File: src/hdl/uer_pkg.sv
// shared constants and types of the usb endpoint mode responder
package uer_pkg;

  // register offsets in processor i/o space
  localparam logic [7:0] ADDR_EP1_MODE  = 8'h45;
  localparam logic [7:0] ADDR_EP2_MODE  = 8'h46;
  localparam logic [7:0] ADDR_CTRL_BUF  = 8'h50;
  localparam logic [7:0] ADDR_EP1_BUF   = 8'h58;
  localparam logic [7:0] ADDR_EP2_BUF   = 8'h60;
  localparam logic [7:0] ADDR_BUF_LAST  = 8'h67;

  // endpoint buffer geometry
  localparam int          BUF_BYTES     = 8;
  localparam int          NUM_EP        = 3;

  // mode register field positions and reset value
  localparam int          STALL_BIT     = 7;
  localparam int          ACKD_BIT      = 4;
  localparam logic [7:0]  MODE_RST      = 8'h00;

  // four-bit endpoint mode codes
  localparam logic [3:0]  M_DISABLE     = 4'h0;
  localparam logic [3:0]  M_NAK_IN_OUT  = 4'h1;
  localparam logic [3:0]  M_STATUS_OUT  = 4'h2;
  localparam logic [3:0]  M_STALL_IO    = 4'h3;
  localparam logic [3:0]  M_STATUS_IN   = 4'h6;
  localparam logic [3:0]  M_ACK_OUT_SIN = 4'hb;
  localparam logic [3:0]  M_ACK_IN_SOUT = 4'hf;
  localparam logic [3:0]  M_NAK_OUT     = 4'h8;
  localparam logic [3:0]  M_ACK_OUT     = 4'h9;
  localparam logic [3:0]  M_NAK_IN      = 4'hc;
  localparam logic [3:0]  M_ACK_IN      = 4'hd;

  // packet length limits, counted with the two crc bytes
  localparam logic [3:0]  LEN_MAX       = 4'ha;
  localparam logic [3:0]  LEN_ZERO_DATA = 4'h2;

  // token kinds from the serial interface engine
  typedef enum logic [1:0] {
    UER_TOK_SETUP,
    UER_TOK_IN,
    UER_TOK_OUT,
    UER_TOK_NONE
  } uer_tok_t;

  // answers given to the host
  typedef enum logic [2:0] {
    UER_R_IGNORE,
    UER_R_ACK,
    UER_R_NAK,
    UER_R_STALL,
    UER_R_TX
  } uer_resp_t;

endpackage

File: src/hdl/uer_decide.sv
// combinational answer decision for one token against one endpoint mode
`timescale 1ns/1ps
module uer_decide (
  input  wire logic             is_ctrl,
  input  wire logic [3:0]       mode,
  input  wire logic             stall,
  input  uer_pkg::uer_tok_t     tok,
  input  wire logic [3:0]       pkt_len,
  input  wire logic             pkt_ok,
  input  wire logic             toggle,
  input  wire logic [3:0]       count,
  output uer_pkg::uer_resp_t    resp,
  output logic      [3:0]       tx_len
);

  logic out_ok;
  logic status_good;

  // data phases longer than the limit or with bad crc are dropped
  assign out_ok      = pkt_ok && (pkt_len <= uer_pkg::LEN_MAX);
  // zero data bytes and data toggle 1
  assign status_good = (pkt_len == uer_pkg::LEN_ZERO_DATA) && toggle;

  // mode table lookup
  always_comb begin
    resp   = uer_pkg::UER_R_IGNORE;
    tx_len = 4'h0;
    if (is_ctrl) begin
      if (tok == uer_pkg::UER_TOK_SETUP && out_ok) begin
        case (mode)
          uer_pkg::M_NAK_IN_OUT, uer_pkg::M_STATUS_OUT, uer_pkg::M_STALL_IO,
          uer_pkg::M_STATUS_IN, uer_pkg::M_ACK_OUT_SIN, uer_pkg::M_ACK_IN_SOUT: begin
            resp = uer_pkg::UER_R_ACK;
          end
          default: resp = uer_pkg::UER_R_IGNORE;
        endcase
      end else if (tok == uer_pkg::UER_TOK_IN) begin
        case (mode)
          uer_pkg::M_NAK_IN_OUT:  resp = uer_pkg::UER_R_NAK;
          uer_pkg::M_STATUS_OUT:  resp = uer_pkg::UER_R_STALL;
          uer_pkg::M_STALL_IO:    resp = uer_pkg::UER_R_STALL;
          uer_pkg::M_STATUS_IN:   resp = uer_pkg::UER_R_TX;
          uer_pkg::M_ACK_OUT_SIN: resp = uer_pkg::UER_R_TX;
          uer_pkg::M_ACK_IN_SOUT: begin
            resp   = uer_pkg::UER_R_TX;
            tx_len = count;
          end
          default: resp = uer_pkg::UER_R_IGNORE;
        endcase
      end else if (tok == uer_pkg::UER_TOK_OUT && out_ok) begin
        case (mode)
          uer_pkg::M_NAK_IN_OUT:  resp = uer_pkg::UER_R_NAK;
          uer_pkg::M_STALL_IO:    resp = uer_pkg::UER_R_STALL;
          uer_pkg::M_STATUS_IN:   resp = uer_pkg::UER_R_STALL;
          uer_pkg::M_ACK_OUT_SIN: resp = uer_pkg::UER_R_ACK;
          uer_pkg::M_STATUS_OUT, uer_pkg::M_ACK_IN_SOUT: begin
            resp = status_good ? uer_pkg::UER_R_ACK : uer_pkg::UER_R_STALL;
          end
          default: resp = uer_pkg::UER_R_IGNORE;
        endcase
      end
    end else begin
      // data endpoints never answer setup
      if (tok == uer_pkg::UER_TOK_IN) begin
        case (mode)
          uer_pkg::M_NAK_IN: resp = uer_pkg::UER_R_NAK;
          uer_pkg::M_ACK_IN: begin
            resp   = stall ? uer_pkg::UER_R_STALL : uer_pkg::UER_R_TX;
            tx_len = stall ? 4'h0 : count;
          end
          default: resp = uer_pkg::UER_R_IGNORE;
        endcase
      end else if (tok == uer_pkg::UER_TOK_OUT && out_ok) begin
        case (mode)
          uer_pkg::M_NAK_OUT: resp = uer_pkg::UER_R_NAK;
          uer_pkg::M_ACK_OUT: resp = stall ? uer_pkg::UER_R_STALL : uer_pkg::UER_R_ACK;
          default:            resp = uer_pkg::UER_R_IGNORE;
        endcase
      end
    end
  end

endmodule // uer_decide

File: src/hdl/uer_responder.sv
// usb endpoint mode responder: mode registers, endpoint buffers and token answers
`timescale 1ns/1ps
module uer_responder (
  input  wire logic             clk,
  input  wire logic             sys_rst,
  // processor i/o port
  input  wire logic [7:0]       io_addr,
  input  wire logic             io_wr,
  input  wire logic             io_rd,
  input  wire logic [7:0]       io_wdata,
  output logic      [7:0]       io_rdata,
  // control endpoint mode and per-endpoint byte counts
  input  wire logic [3:0]       ctrl_ep_mode,
  input  wire logic [3:0]       ctrl_ep_count,
  input  wire logic [3:0]       data_ep1_count,
  input  wire logic [3:0]       data_ep2_count,
  // token and data phase summary from the serial interface engine
  input  wire logic             tok_valid,
  input  uer_pkg::uer_tok_t     tok_kind,
  input  wire logic [1:0]       tok_ep,
  input  wire logic [3:0]       pkt_len,
  input  wire logic             pkt_ok,
  input  wire logic             pkt_toggle,
  input  wire logic             host_ack,
  // received data bytes into the buffer
  input  wire logic             rx_we,
  input  wire logic [2:0]       rx_idx,
  input  wire logic [7:0]       rx_data,
  // transmit byte fetch
  input  wire logic [2:0]       tx_idx,
  output logic      [7:0]       tx_data,
  // answer to the token
  output logic                  resp_valid,
  output uer_pkg::uer_resp_t    resp_kind,
  output logic      [3:0]       resp_len,
  output logic      [7:0]       data_ep1_mode,
  output logic      [7:0]       data_ep2_mode
);

  localparam int IDXW = $clog2(uer_pkg::NUM_EP * uer_pkg::BUF_BYTES);

  ////////////////////////////////////////////////////////////////////////////////
  // answer decision

  logic [3:0]          sel_mode;
  logic                sel_stall;
  logic [3:0]          sel_count;
  uer_pkg::uer_resp_t  dec_resp;
  logic [3:0]          dec_len;
  logic                tok_hit;

  // pick the addressed endpoint
  always_comb begin
    sel_mode  = 4'h0;
    sel_stall = 1'b0;
    sel_count = 4'h0;
    case (tok_ep)
      2'd0: begin
        sel_mode  = ctrl_ep_mode;
        sel_count = ctrl_ep_count;
      end
      2'd1: begin
        sel_mode  = data_ep1_mode[3:0];
        sel_stall = data_ep1_mode[uer_pkg::STALL_BIT];
        sel_count = data_ep1_count;
      end
      2'd2: begin
        sel_mode  = data_ep2_mode[3:0];
        sel_stall = data_ep2_mode[uer_pkg::STALL_BIT];
        sel_count = data_ep2_count;
      end
      default: sel_mode = uer_pkg::M_DISABLE;
    endcase
  end

  assign tok_hit = tok_valid && (tok_ep != 2'd3);

  uer_decide u_decide (
    .is_ctrl (tok_ep == 2'd0),
    .mode    (sel_mode),
    .stall   (sel_stall),
    .tok     (tok_hit ? tok_kind : uer_pkg::UER_TOK_NONE),
    .pkt_len (pkt_len),
    .pkt_ok  (pkt_ok),
    .toggle  (pkt_toggle),
    .count   (sel_count),
    .resp    (dec_resp),
    .tx_len  (dec_len)
  );

  // registered answer, pulsed for one cycle per token to endpoints 0 to 2; endpoint 3 tokens give no pulse
  always_ff @(posedge clk or posedge sys_rst) begin
    if (sys_rst) begin
      resp_valid <= 1'b0;
      resp_kind  <= uer_pkg::UER_R_IGNORE;
      resp_len   <= 4'h0;
    end else begin
      resp_valid <= tok_hit;
      resp_kind  <= dec_resp;
      resp_len   <= dec_len;
    end
  end

  ////////////////////////////////////////////////////////////////////////////////
  // engine mode updates

  logic       in_wait_reg;   // a counted in awaits the host handshake
  logic [1:0] in_ep_reg;
  logic       eng_wr1;
  logic       eng_wr2;
  logic [3:0] eng_mode;
  logic       eng_upd;       // the one shared update strobe

  // track data endpoint transmissions until the host acks
  always_ff @(posedge clk or posedge sys_rst) begin
    if (sys_rst) begin
      in_wait_reg <= 1'b0;
      in_ep_reg   <= 2'd0;
    end else if (tok_hit && dec_resp == uer_pkg::UER_R_TX && tok_ep != 2'd0) begin
      in_wait_reg <= 1'b1;
      in_ep_reg   <= tok_ep;
    end else if (host_ack || tok_hit) begin
      in_wait_reg <= 1'b0;
    end
  end

  // engine writes: ack out moves 1001 to 1000, acked in moves 1101 to 1100
  always_comb begin
    eng_wr1  = 1'b0;
    eng_wr2  = 1'b0;
    eng_mode = 4'h0;
    if (in_wait_reg && host_ack) begin
      eng_mode = uer_pkg::M_NAK_IN;
      eng_wr1  = (in_ep_reg == 2'd1);
      eng_wr2  = (in_ep_reg == 2'd2);
    end else if (tok_hit && tok_kind == uer_pkg::UER_TOK_OUT && dec_resp == uer_pkg::UER_R_ACK
                 && tok_ep != 2'd0) begin
      eng_mode = uer_pkg::M_NAK_OUT;
      eng_wr1  = (tok_ep == 2'd1);
      eng_wr2  = (tok_ep == 2'd2);
    end
  end

  assign eng_upd = eng_wr1 || eng_wr2;

  ////////////////////////////////////////////////////////////////////////////////
  // data endpoint mode registers

  logic fw_wr1;
  logic fw_wr2;

  // firmware writes pass only when the shared strobe is idle
  assign fw_wr1 = io_wr && (io_addr == uer_pkg::ADDR_EP1_MODE) && !eng_upd;
  assign fw_wr2 = io_wr && (io_addr == uer_pkg::ADDR_EP2_MODE) && !eng_upd;

  // ep1 mode: engine mode write sets acked flag, firmware write clears it
  always_ff @(posedge clk or posedge sys_rst) begin
    if (sys_rst) begin
      data_ep1_mode <= uer_pkg::MODE_RST;
    end else if (eng_wr1) begin
      data_ep1_mode[3:0]              <= eng_mode;
      data_ep1_mode[uer_pkg::ACKD_BIT] <= 1'b1;
    end else if (fw_wr1) begin
      data_ep1_mode                   <= io_wdata;
      data_ep1_mode[uer_pkg::ACKD_BIT] <= 1'b0;
    end
  end

  // ep2 mode, same behaviour
  always_ff @(posedge clk or posedge sys_rst) begin
    if (sys_rst) begin
      data_ep2_mode <= uer_pkg::MODE_RST;
    end else if (eng_wr2) begin
      data_ep2_mode[3:0]              <= eng_mode;
      data_ep2_mode[uer_pkg::ACKD_BIT] <= 1'b1;
    end else if (fw_wr2) begin
      data_ep2_mode                   <= io_wdata;
      data_ep2_mode[uer_pkg::ACKD_BIT] <= 1'b0;
    end
  end

  ////////////////////////////////////////////////////////////////////////////////
  // endpoint buffers

  logic [7:0]      buf_mem [uer_pkg::NUM_EP * uer_pkg::BUF_BYTES];
  logic            io_buf_hit;
  logic [IDXW-1:0] io_buf_idx;
  logic [IDXW-1:0] rx_buf_idx;
  logic [IDXW-1:0] tx_buf_idx;
  logic [7:0]      io_off;

  // i/o window 0x50..0x67 holds all three buffers back to back
  assign io_off     = io_addr - uer_pkg::ADDR_CTRL_BUF;
  assign io_buf_hit = (io_addr >= uer_pkg::ADDR_CTRL_BUF) && (io_addr <= uer_pkg::ADDR_BUF_LAST);
  assign io_buf_idx = io_off[IDXW-1:0];
  assign rx_buf_idx = IDXW'({tok_ep, rx_idx});
  assign tx_buf_idx = IDXW'({in_ep_reg, tx_idx});

  // no reset on the storage; the engine wins a same-cycle clash
  always_ff @(posedge clk) begin
    if (rx_we && tok_ep != 2'd3) begin
      buf_mem[rx_buf_idx] <= rx_data;
    end else if (io_wr && io_buf_hit) begin
      buf_mem[io_buf_idx] <= io_wdata;
    end
  end

  // transmit byte for the endpoint being served
  always_ff @(posedge clk or posedge sys_rst) begin
    if (sys_rst) begin
      tx_data <= 8'h00;
    end else begin
      tx_data <= buf_mem[(tok_hit && tok_kind == uer_pkg::UER_TOK_IN) ? IDXW'({tok_ep, tx_idx}) : tx_buf_idx];
    end
  end

  ////////////////////////////////////////////////////////////////////////////////
  // i/o read path

  // registered read data, unmapped addresses read zero
  always_ff @(posedge clk or posedge sys_rst) begin
    if (sys_rst) begin
      io_rdata <= 8'h00;
    end else if (io_rd) begin
      if (io_addr == uer_pkg::ADDR_EP1_MODE) begin
        io_rdata <= data_ep1_mode;
      end else if (io_addr == uer_pkg::ADDR_EP2_MODE) begin
        io_rdata <= data_ep2_mode;
      end else if (io_buf_hit) begin
        io_rdata <= buf_mem[io_buf_idx];
      end else begin
        io_rdata <= 8'h00;
      end
    end
  end

endmodule // uer_responder

File: config.mk
export PLATFORM = sky130hd
export DESIGN_NAME = uer_responder
export DESIGN_NICKNAME = d
export VERILOG_FILES = /design/src/hdl/uer_pkg.sv /design/src/hdl/uer_decide.sv /design/src/hdl/uer_responder.sv
export SDC_FILE = /design/constraint.sdc
export NUM_CORES = 1
export LEC_CHECK = 0
export BUFFER_PORTS_ARGS = -buffer_cell sky130_fd_sc_hd__buf_2
export CAP_MARGIN = 15
export CORE_UTILIZATION = 29
export CTS_CLUSTER_DIAMETER = 200
export DETAILED_ROUTE_END_ITERATION = 6
export GPL_TIMING_DRIVEN = 0
export HOLD_SLACK_MARGIN = 0.1
export PLACE_DENSITY = 0.45
export SETUP_SLACK_MARGIN = 0.3
export SYNTH_ARGS = -nofsm -noshare
export SYNTH_HDL_FRONTEND = slang
export SYNTH_SLANG_ARGS = --single-unit
File: constraint.sdc
create_clock -name clk -period 2.2 [get_ports clk]
set_clock_uncertainty 0.05 [all_clocks]
set_input_delay 0.22 -clock clk [delete_from_list [all_inputs] [get_ports clk]]
set_output_delay 0.22 -clock clk [all_outputs]
set_load 0.005 [all_outputs]
==> flow_metrics.py, run 1 <==
metrics = {
    "clock_network": {
        "cts_root_buf": "clkbuf_16",
        "clk_latency_ns": 0.55,
        "numCtsBuffers": 27,
        "cts.sinks": 235,
        "cts_max_path_buffers": 3,
        "clk_pin_slew_worst_paths_ns": 0.07,
        "h-tree-depth": 1,
        "cts_tree": "done",
    },
    "floorplanning": {
        "dieArea_um2": 40000,
        "fp.dieH_um": 200,
        "coreArea_um2": 38600,
        "boundaryPins": 103,
        "start_util_pct": 29.4,
        "row_count": 72,
        "fp.dieW_um": 200,
    },
    "status": {
        "violations": "setup timing",
        "status": "finished with violations",
    },
    "setup_path": {
        "critPathArrivalTime_ns": 2.88,
        "crit_path_cell_trace": "a222oi_1 > nand2_2 > and4_4 > nor4_4 > or2_1 > buf_6 > mux2_4",
        "critPathMaxFanout": 6,
        "critPathBufInv": 1,
        "critPathSlowestCell": "a222oi_1",
        "path_class": "flop to flop",
        "startpoint_type": "flop",
        "required_ns": 2.58,
        "crit_family": "simple AND/OR/NAND/NOR gates",
        "end_kind": "flop",
        "max_stage_delay_ns": 0.54,
    },
    "timing": {
        "postLayoutSetupSlackWorst_ns": -0.301,
        "relSlewSlack_pct": 46.1,
        "maxSlewViolCount": 0,
        "rsz0062_at_grt": "yes",
        "fin_crit_sh_pct": 114,
        "max_freq_mhz": 400,
        "setup_viol_count_final": 16,
        "worstMarginPinSlew_ns": 0.809,
        "post-route-min-period_ns": 2.50,
        "hold_viol": 0,
    },
    "final_layout": {
        "nNetsFinal": 930,
        "drive_gt1_share_pct": 49.9,
        "fin_util_pct": 38.8,
        "final_area_um2": 15000,
        "largest_reg_flops": 192,
        "nFillCells": 3527,
        "top_register": "buf_mem",
        "area_growth_pct": 31.7,
    },
    "power": {
        "leakagePower_nw": 5.34,
        "ir_drop_v": 0.000535,
        "power.density_nw_per_um2": 721,
    },
    "flow_run": {
        "drv_cap": 0,
    },
    "drt": {
        "routedWlPerCell_um": 25.8,
        "via_per_inst": 5.27,
        "route.detailed.drc": 0,
        "finalWirelength_mm": 36.1,
        "vias": 7392,
        "first_pass_iters": 5,
        "ant_nets": 0,
        "drt_iter0_drc": 461,
    },
    "synth": {
        "synth_seq_cells": 235,
        "ys_top_cells_by_count": "192 x edfxtp_1, 112 x mux4_2, 47 x nor2_1",
        "netlist_top_cells_area": "edfxtp_1 51%, mux4_2 22%, dfrtp_1 9.5%",
        "syn_inst": 668,
        "synth_top_area_share_pct": 50.7,
        "yosysMostFrequentCell": "edfxtp_1",
        "syn-mean-instance-area_um2": 17.0,
        "ys.flop_type": "edfxtp_1",
        "syn-cell-area_um2": 11400,
        "yosys.cell_types.count": 58,
        "async_flop_share_pct": 18.3,
        "seq_area_frac_synth_pct": 60.1,
        "synth_top_area_cell": "edfxtp_1",
        "synth-edff-count": 192,
        "yosys_warnings": 0,
        "syn-num-nets": 735,
    },
    "placement": {
        "io_buffers": 96,
        "placed_cell_area_um2": 13100,
        "place_ws_ns": -0.918,
        "finalWeightedCongestion": 0.853,
        "dp_hpwl_mm": 24.6,
    },
    "hold_path": {
        "min_path_type": "input pin to flop",
    },
    "grt": {
        "track_usage_pct": 18.5,
        "grt_antenna_before_repair": 5,
        "grt_pass1_vias": 7725,
        "grt_pass1_wl_mm": 52.0,
        "grt_max_degree": 36,
        "grt_overflow_total": 0,
    },
}
-- placed cells by master, fill, tap and decap left out, drive strengths merged, types with 9 or more instances in the layout --
cell type / instances
edfxtp: 192
mux4: 112
inv: 10
clkbuf: 48
mux2i: 20
a22oi: 9
nor2: 47
dfrtp: 43
mux2: 12
clkinv: 13
dlygate4sd3: 26
nand2: 39
a21oi: 11
buf: 161
o21ai: 34
-- power breakdown --
part / internal [mW] / leakage (nW) / switching (mW)
Clock: 2.77 / 0.448 / 1.87
Combinational: 0.539 / 2.61 / 0.664
Sequential: 4.91 / 2.29 / 0.0476
-- worst min-delay path: stages --
cell	delay (ns)
buf_2	0.16
nand4_1	0.12
nor3_1	0.09
a31oi_4	0.13
-- through the flow --
step           cells  setup TNS [ns]  power, mW  hold WS [ns]
6_report        1402           -3.05       10.8         0.160
2_1_floorplan    668           -1.98       5.69         0.294
4_1_cts         1387           -2.13       10.9         0.111
3_3_place_gp    1282         -138.51       6.09         0.434
3_5_place_dp    1283         -145.28       6.12         0.106
5_1_grt         1402           -4.67       11.1         0.161
-- cell families (layout without fill, tap and decap cells) --
logic type / count (synthesis) / in the layout / synth area share, %
adder cells (fa/ha/maj): 4 / 4 / 0.440
buffers and inverters: 51 / 264 / 2.06
AO/OA/AOI/OAI: 90 / 92 / 5.52
AND/OR/NAND/NOR: 144 / 144 / 6.64
flip-flops: 235 / 235 / 60.1
other: 0 / 1 / 0
multiplexers: 144 / 144 / 25.2
-- routing by layer --
| layer | vias to the layer above | share of wire (%) | track usage, % |
|---|---|---|---|
| met5 | - | 0.072 | 0 |
| met4 | 6 | 3.7 | 7.04 |
| met3 | 71 | 6.2 | 3.39 |
| met2 | 254 | 49 | 30.6 |
| met1 | 3900 | 41 | 24.0 |
| li1 | 3161 | - | - |
-- path summary, 6_finish.rpt --
path,startpoint,to,slack (ns),cells past startpoint
worst max-delay path,data_ep2_mode[1]$_DFFE_PP0P_,data_ep2_mode[6]$_DFFE_PP0P_,-0.30,7
min in group asynchronous,sys_rst,data_ep1_mode[3]$_DFFE_PP0P_,0.68,4
worst max register to register,data_ep2_mode[1]$_DFFE_PP0P_,data_ep2_mode[6]$_DFFE_PP0P_,-0.30,7
worst min register to register,data_ep2_mode[4]$_DFFE_PP0P_,data_ep2_mode[4]$_DFFE_PP0P_,0.50,1
max in group asynchronous,sys_rst,data_ep2_mode[1]$_DFFE_PP0P_,0.94,5
worst min-delay path,io_wr,data_ep2_mode[2]$_DFFE_PP0P_,0.16,4
-- layout make-up --
class | instances | area [um^2] | area share [%]
clock inverter | 18 | 191 | 1.28
antenna | 1 | 2.50 | 0.0167
buffer | 41 | 332 | 2.21
tap | 518 | 648 | 4.32
clock buffer | 31 | 711 | 4.74
inverter | 10 | 50.0 | 0.334
multi-input combinational | 384 | 4960 | 33.1
timing repair buffer | 164 | 1250 | 8.32
sequential | 235 | 6840 | 45.7
-- timing repair --
action / CTS / global route
buffers inserted: 26 / 14
cloned: 2 / 0
endpoints found under the setup margin: 278 / 264
pin swaps: 43 / 24
endpoints found under the hold margin: 64 / 0
hold buffers: 27 / 0
gates resized for setup: 35 / 37
Note: power is estimated with default switching activity, not from simulation.
==> inputs of run 2 (changes only) <==
--- a/config.mk
+++ b/config.mk
@@ -7,12 +7,13 @@
 export LEC_CHECK = 0
 export BUFFER_PORTS_ARGS = -buffer_cell sky130_fd_sc_hd__buf_2
 export CAP_MARGIN = 15
+export CORE_ASPECT_RATIO = 0.5
 export CORE_UTILIZATION = 29
 export CTS_CLUSTER_DIAMETER = 200
 export DETAILED_ROUTE_END_ITERATION = 6
 export GPL_TIMING_DRIVEN = 0
 export HOLD_SLACK_MARGIN = 0.1
-export PLACE_DENSITY = 0.45
+export PLACE_DENSITY = 0.44
 export SETUP_SLACK_MARGIN = 0.3
 export SYNTH_ARGS = -nofsm -noshare
 export SYNTH_HDL_FRONTEND = slang
==> constraint.sdc (replaced) <==
create_clock -name clk -period 2.7 [get_ports clk]
set_clock_uncertainty 0.05 [all_clocks]
set_input_delay 0.27 -clock clk [delete_from_list [all_inputs] [get_ports clk]]
set_output_delay 0.27 -clock clk [all_outputs]
set_load 0.005 [all_outputs]
==> run 2 against run 1 <==
  * The run now ends clean
  * Register-to-register slack improved by 0.61 ns
  * Sequential share of layout area rose by 1.7 points
  * Largest cell class unchanged
  * Die area rose by 0.12%
  * Non-clock buffer count fell by 19
  * Largest power group unchanged
  * Global-route usage fell by 0.68 points
  * Highest routed layer is now met4
==> flow_metrics.py, run 2 (same netlist as run 1, synthesis figures left out) <==
metrics = {
    "status": {
        "status": "finished clean",
    },
    "timing": {
        "relSlewSlack_pct": 32.1,
        "post-route-min-period_ns": 2.39,
        "hold_viol": 0,
        "max_freq_mhz": 418,
        "postLayoutSetupSlackWorst_ns": 0.310,
        "rsz0062_at_grt": "yes",
        "worstMarginPinSlew_ns": 1.02,
        "setup_viol_count_final": 0,
        "maxSlewViolCount": 0,
        "fin_crit_sh_pct": 88.5,
        "whs_ns": 0.133,
    },
    "placement": {
        "finalWeightedCongestion": 0.862,
        "dpl.cell_count": 1285,
        "placed_cell_area_um2": 12600,
        "dp_hpwl_mm": 24.5,
        "place_ws_ns": -1.04,
        "io_buffers": 96,
    },
    "final_layout": {
        "regArea_um2": 6840,
        "final_cells": 1383,
        "nFillCells": 3606,
        "largest_reg_flops": 192,
        "top_register": "buf_mem",
        "drive_gt1_share_pct": 43.3,
        "fin_util_pct": 38.0,
        "nNetsFinal": 909,
        "final_area_um2": 14500,
        "multi_input_area_um2": 4670,
        "layout_commonest_cell": "edfxtp_1",
        "final_cell_mix": "192 x edfxtp_1, 112 x mux4_2, 102 x buf_2",
        "area_growth_pct": 27.1,
    },
    "setup_path": {
        "max_stage_delay_ns": 0.43,
        "critPathMaxFanout": 6,
        "crit_family": "compound AO/OA/AOI/OAI gates",
        "critPathArrivalTime_ns": 2.76,
        "path_class": "flop to flop",
        "critPathBufInv": 1,
        "required_ns": 3.07,
        "startpoint_type": "flop",
        "crit_path_cell_trace": "a222oi_1 > buf_4 > o2111a_4 > o221a_4 > nor4_4 > or3_4 > mux2_4",
        "critPathSlowestCell": "dfrtp_1",
        "end_kind": "flop",
    },
    "power": {
        "leakagePower_nw": 5.10,
        "power.density_nw_per_um2": 589,
        "ir_drop_v": 0.000396,
    },
    "clock_network": {
        "cts_tree": "done",
        "cts.sinks": 235,
        "clk_latency_ns": 0.54,
        "cts_root_buf": "clkbuf_16",
        "cts_max_path_buffers": 3,
        "clk_pin_slew_worst_paths_ns": 0.06,
        "h-tree-depth": 1,
        "numCtsBuffers": 25,
    },
    "floorplanning": {
        "fp.dieH_um": 142,
        "coreArea_um2": 38000,
        "fp.dieW_um": 282,
        "start_util_pct": 29.9,
        "row_count": 50,
        "dieArea_um2": 40100,
        "boundaryPins": 103,
    },
    "drt": {
        "vias": 7151,
        "first_pass_iters": 5,
        "routedWlPerCell_um": 25.5,
        "route.detailed.drc": 0,
        "drt_iter0_drc": 685,
        "finalWirelength_mm": 35.3,
        "via_per_inst": 5.17,
        "ant_nets": 0,
    },
    "flow_run": {
        "drv_cap": 0,
    },
    "grt": {
        "grt_antenna_before_repair": 3,
        "grt_pass1_vias": 7320,
        "track_usage_pct": 17.8,
        "grt_overflow_total": 0,
        "grt_max_degree": 32,
        "grt_pass1_wl_mm": 50.4,
    },
    "hold_path": {
        "min_path_type": "input pin to flop",
    },
}
-- run 2: per-stage QoR --
step           setup TNS (ns)  total power [mW]
2_1_floorplan               0              4.58
3_3_place_gp          -278.13              4.92
3_5_place_dp          -301.10              4.93
4_1_cts                     0              8.60
5_1_grt                     0              8.81
6_report                    0              8.52
-- run 2: power breakdown --
part	total (mW)	switching [mW]	internal [mW]
clock	3.58	1.48	2.10
combinational	0.904	0.512	0.392
sequential	4.04	0.0383	4.00
-- run 2: final cells by class --
cell class                      instances  share of cell area, %
Sequential cell                       235                   47.3
Multi-Input combinational cell        384                   32.3
Timing Repair Buffer                  145                   7.99
Clock buffer                           30                   4.74
Tap cell                              520                   4.50
Buffer                                 41                   1.62
Clock inverter                         16                   1.13
Inverter                               10                  0.346
Antenna cell                            2                 0.0346
-- run 2: metal layers --
layer	track usage [%]	wire length, um	share of wire (%)
met1	23.9	15400	44
met2	29.8	17400	49
met3	3.07	1530	4.3
met4	4.58	945	2.7
met5	0	0	0
-- run 2: timing repair --
| action | in CTS | in global routing |
|---|---|---|
| setup buffers | 7 | 21 |
| hold endpoints to repair | 63 | 0 |
| setup endpoints to repair | 415 | 409 |
| pin swaps | 3 | 25 |
| hold buffers | 20 | 0 |
| cloned | 2 | 0 |
| gates resized for setup | 57 | 42 |
-- run 2: path summary, 6_finish.rpt --
kind	cells past startpoint	slack, ns	startpoint	to
max	7	0.31	data_ep2_mode[2]$_DFFE_PP0P_	data_ep1_mode[6]$_DFFE_PP0P_
min	4	0.13	pkt_ok	resp_kind[1]$_DFF_PP0_
max reg2reg	7	0.31	data_ep2_mode[2]$_DFFE_PP0P_	data_ep1_mode[6]$_DFFE_PP0P_
min reg2reg	1	0.49	data_ep2_mode[6]$_DFFE_PP0P_	data_ep2_mode[6]$_DFFE_PP0P_
max in group asynchronous	4	1.91	sys_rst	data_ep1_mode[0]$_DFFE_PP0P_
min in group asynchronous	3	0.20	sys_rst	data_ep2_mode[5]$_DFFE_PP0P_
-- run 2: worst register-to-register path, stage by stage (launching register included) --
cell and delay, ns:
dfrtp_1 0.43, a222oi_1 0.33, buf_4 0.22, o2111a_4 0.24, o221a_4 0.25, nor4_4 0.05
or3_4 0.39, mux2_4 0.32
==> inputs of run 3 (changes only) <==
--- a/config.mk
+++ b/config.mk
@@ -15,6 +15,7 @@
 export HOLD_SLACK_MARGIN = 0.1
 export PLACE_DENSITY = 0.44
 export SETUP_SLACK_MARGIN = 0.3
+export SKIP_CTS_REPAIR_TIMING = 1
 export SYNTH_ARGS = -nofsm -noshare
 export SYNTH_HDL_FRONTEND = slang
 export SYNTH_SLANG_ARGS = --single-unit
==> constraint.sdc (replaced) <==
create_clock -name clk -period 3 [get_ports clk]
set_clock_uncertainty 0.05 [all_clocks]
set_input_delay 0.3 -clock clk [delete_from_list [all_inputs] [get_ports clk]]
set_output_delay 0.3 -clock clk [all_outputs]
set_load 0.005 [all_outputs]
==> run 3 against run 2 <==
  * The flow now finishes with violations (DRC)
  * Combinational power fell by 16%
  * Critical path depth did not move
  * Critical endpoint is now buf_mem[5][6]$_DFFE_PP_
  * Total power fell by 11%
  * Die area did not move
==> flow_metrics.py, run 3 (same netlist as run 1, synthesis figures left out) <==
metrics = {
    "setup_path": {
        "regToRegStartpoint": "data_ep2_mode[2]$_DFFE_PP0P_",
        "crit_path_cell_trace": "buf_2 > buf_2 > nor3b_1 > o2111ai_1 > a21oi_1 > nand2_1 > nor2_1",
        "critPathSlowestCell": "nor2_1",
        "cp-startpoint": "io_addr[4]",
        "end_kind": "flop",
        "required_ns": 3.11,
        "crit_top_cell": "buf_2",
        "critPathMaxFanout": 10,
        "critPathArrivalTime_ns": 2.77,
        "startpoint_type": "input pin",
        "max_stage_delay_ns": 0.69,
        "path_class": "input pin to flop",
        "crit_family": "simple AND/OR/NAND/NOR gates",
        "r2r_slack_ns": 0.36,
        "critPathBufInv": 2,
        "r2r-end": "data_ep2_mode[6]$_DFFE_PP0P_",
        "ff2ff_path_depth": 8,
    },
    "drt": {
        "finalWirelength_mm": 34.7,
        "vias": 6975,
        "via_per_inst": 5.14,
        "routedWlPerCell_um": 25.5,
        "drt_iter0_drc": 579,
        "route.detailed.drc": 1,
        "ant_nets": 0,
        "first_pass_iters": 7,
    },
    "final_layout": {
        "largest_reg_flops": 192,
        "fin_util_pct": 36.2,
        "antenna_cells": 0,
        "nNetsFinal": 887,
        "area_growth_pct": 21.1,
        "nFillCells": 3672,
        "drive_gt1_share_pct": 39.4,
        "final_cell_mix": "192 x edfxtp_1, 112 x mux4_2, 108 x buf_2",
        "layout_commonest_cell": "edfxtp_1",
        "top_register": "buf_mem",
        "final_area_um2": 13800,
    },
    "placement": {
        "dp_hpwl_mm": 25.0,
        "finalWeightedCongestion": 0.828,
        "placed_cell_area_um2": 12600,
        "io_buffers": 96,
    },
    "power": {
        "power_frac_seq_pct": 47.9,
        "combinationalPowerShare_pct": 10.0,
        "finalPower_mw": 7.59,
        "power.density_nw_per_um2": 551,
        "ir_drop_v": 0.000370,
        "p_switching_mw": 1.78,
        "leakagePower_nw": 4.87,
        "netSwitchingFraction_pct": 23.5,
        "power.share.clock_pct": 42.0,
        "p_int_mw": 5.81,
    },
    "timing": {
        "max_freq_mhz": 377,
        "fin_crit_sh_pct": 88.5,
        "hold_viol": 0,
        "relSlewSlack_pct": 35.8,
        "worstMarginPinSlew_ns": 0.962,
        "maxSlewViolCount": 0,
        "post-route-min-period_ns": 2.65,
        "setup_viol_count_final": 0,
        "rsz0062_at_grt": "yes",
    },
    "grt": {
        "grt_overflow_total": 0,
        "grt_max_degree": 29,
        "grt_pass1_wl_mm": 49.9,
        "grt_pass1_vias": 7288,
        "track_usage_pct": 17.5,
        "grt_antenna_before_repair": 1,
    },
    "floorplanning": {
        "fp.dieW_um": 282,
        "coreArea_um2": 38000,
        "row_count": 50,
        "dieArea_um2": 40100,
        "fp.dieH_um": 142,
        "boundaryPins": 103,
        "start_util_pct": 29.9,
    },
    "clock_network": {
        "cts_tree": "done",
        "clk_pin_slew_worst_paths_ns": 0.07,
        "numCtsBuffers": 25,
        "cts.sinks": 235,
        "clk_latency_ns": 0.54,
        "cts_root_buf": "clkbuf_16",
        "cts_max_path_buffers": 3,
        "h-tree-depth": 1,
    },
    "status": {
        "violations": "DRC",
        "status": "finished with violations",
    },
    "hold_path": {
        "min_path_type": "input pin to flop",
        "holdPathEnd": "in_ep_reg[1]$_DFFE_PP0P_",
        "whs_path_depth": 3,
        "holdCritStartpoint": "tok_ep[1]",
    },
    "flow_run": {
        "drv_cap": 0,
    },
}
==> run 3: cell types whose count changed in the layout (fill, tap and decap cells not counted), moves of 4 or more <==
cell	delta
dlygate4sd3_1	-4
nor2_4	-19
nor2_2	+17
clkbuf_1	+11
mux2_2	+4
o21ai_4	-5
mux2_4	-4
clkinv_1	-4
buf_12	-19
buf_2	+6
==> run 3: layout make-up <==
| cell class | count | area (um^2) | share of cell area [%] |
|---|---|---|---|
| Buffer | 41 | 203 | 1.47 |
| Timing Repair Buffer | 125 | 786 | 5.70 |
| Clock buffer | 37 | 701 | 5.09 |
| Inverter | 10 | 37.5 | 0.273 |
| Sequential cell | 235 | 6840 | 49.7 |
| Tap cell | 520 | 651 | 4.72 |
| Multi-Input combinational cell | 382 | 4430 | 32.2 |
| Clock inverter | 8 | 124 | 0.899 |
==> run 3: metal layers <==
layer / track usage, % / vias up / routed length (um)
met4: 4.30 / 0 / 803
li1: - / 3066 / -
met3: 3.32 / 42 / 1870
met2: 29.3 / 178 / 17200
met5: 0 / - / 0
met1: 23.6 / 3689 / 14800
==> run 3: how the worst max path moves through the flow <==
stage	to	cells past startpoint
finish	buf_mem[5][6]$_DFFE_PP_	7
global route	buf_mem[5][2]$_DFFE_PP_	7
CTS	buf_mem[2][5]$_DFFE_PP_	6
detailed placement	buf_mem[2][2]$_DFFE_PP_	6
global placement	buf_mem[4][1]$_DFFE_PP_	7
floorplan	buf_mem[0][0]$_DFFE_PP_	6
==> run 3: power by group through the flow <==
| stage | combinational [mW] | clock [mW] | sequential, mW |
|---|---|---|---|
| 6_report | 0.760 | 3.19 | 3.64 |
| 2_1_floorplan | 0.422 | 0 | 3.70 |
| 3_5_place_dp | 0.732 | 0 | 3.71 |
| 3_3_place_gp | 0.716 | 0 | 3.71 |
| 5_1_grt | 0.817 | 3.37 | 3.64 |
| 4_1_cts | 0.733 | 3.26 | 3.64 |
==> run 3: metrics by stage <==
step / setup WS (ns) / TNS (ns) / hold WS, ns / cells
final: 0.346 / 0 / 0.0997 / 1358
after CTS: -0.237 / -9.58 / -0.324 / 1333
after floorplan: 0.134 / 0 / 0.374 / 668
after global placement: -2.10 / -221.00 / 0.453 / 1284
after global routing: 0.151 / 0 / 0.118 / 1358
after detailed placement: -0.797 / -128.47 / 0.247 / 1288
==> run 3: worst min-delay path, stage by stage <==
cell	delay, ns
buf_2	0.14
inv_1	0.11
o21ai_0	0.09
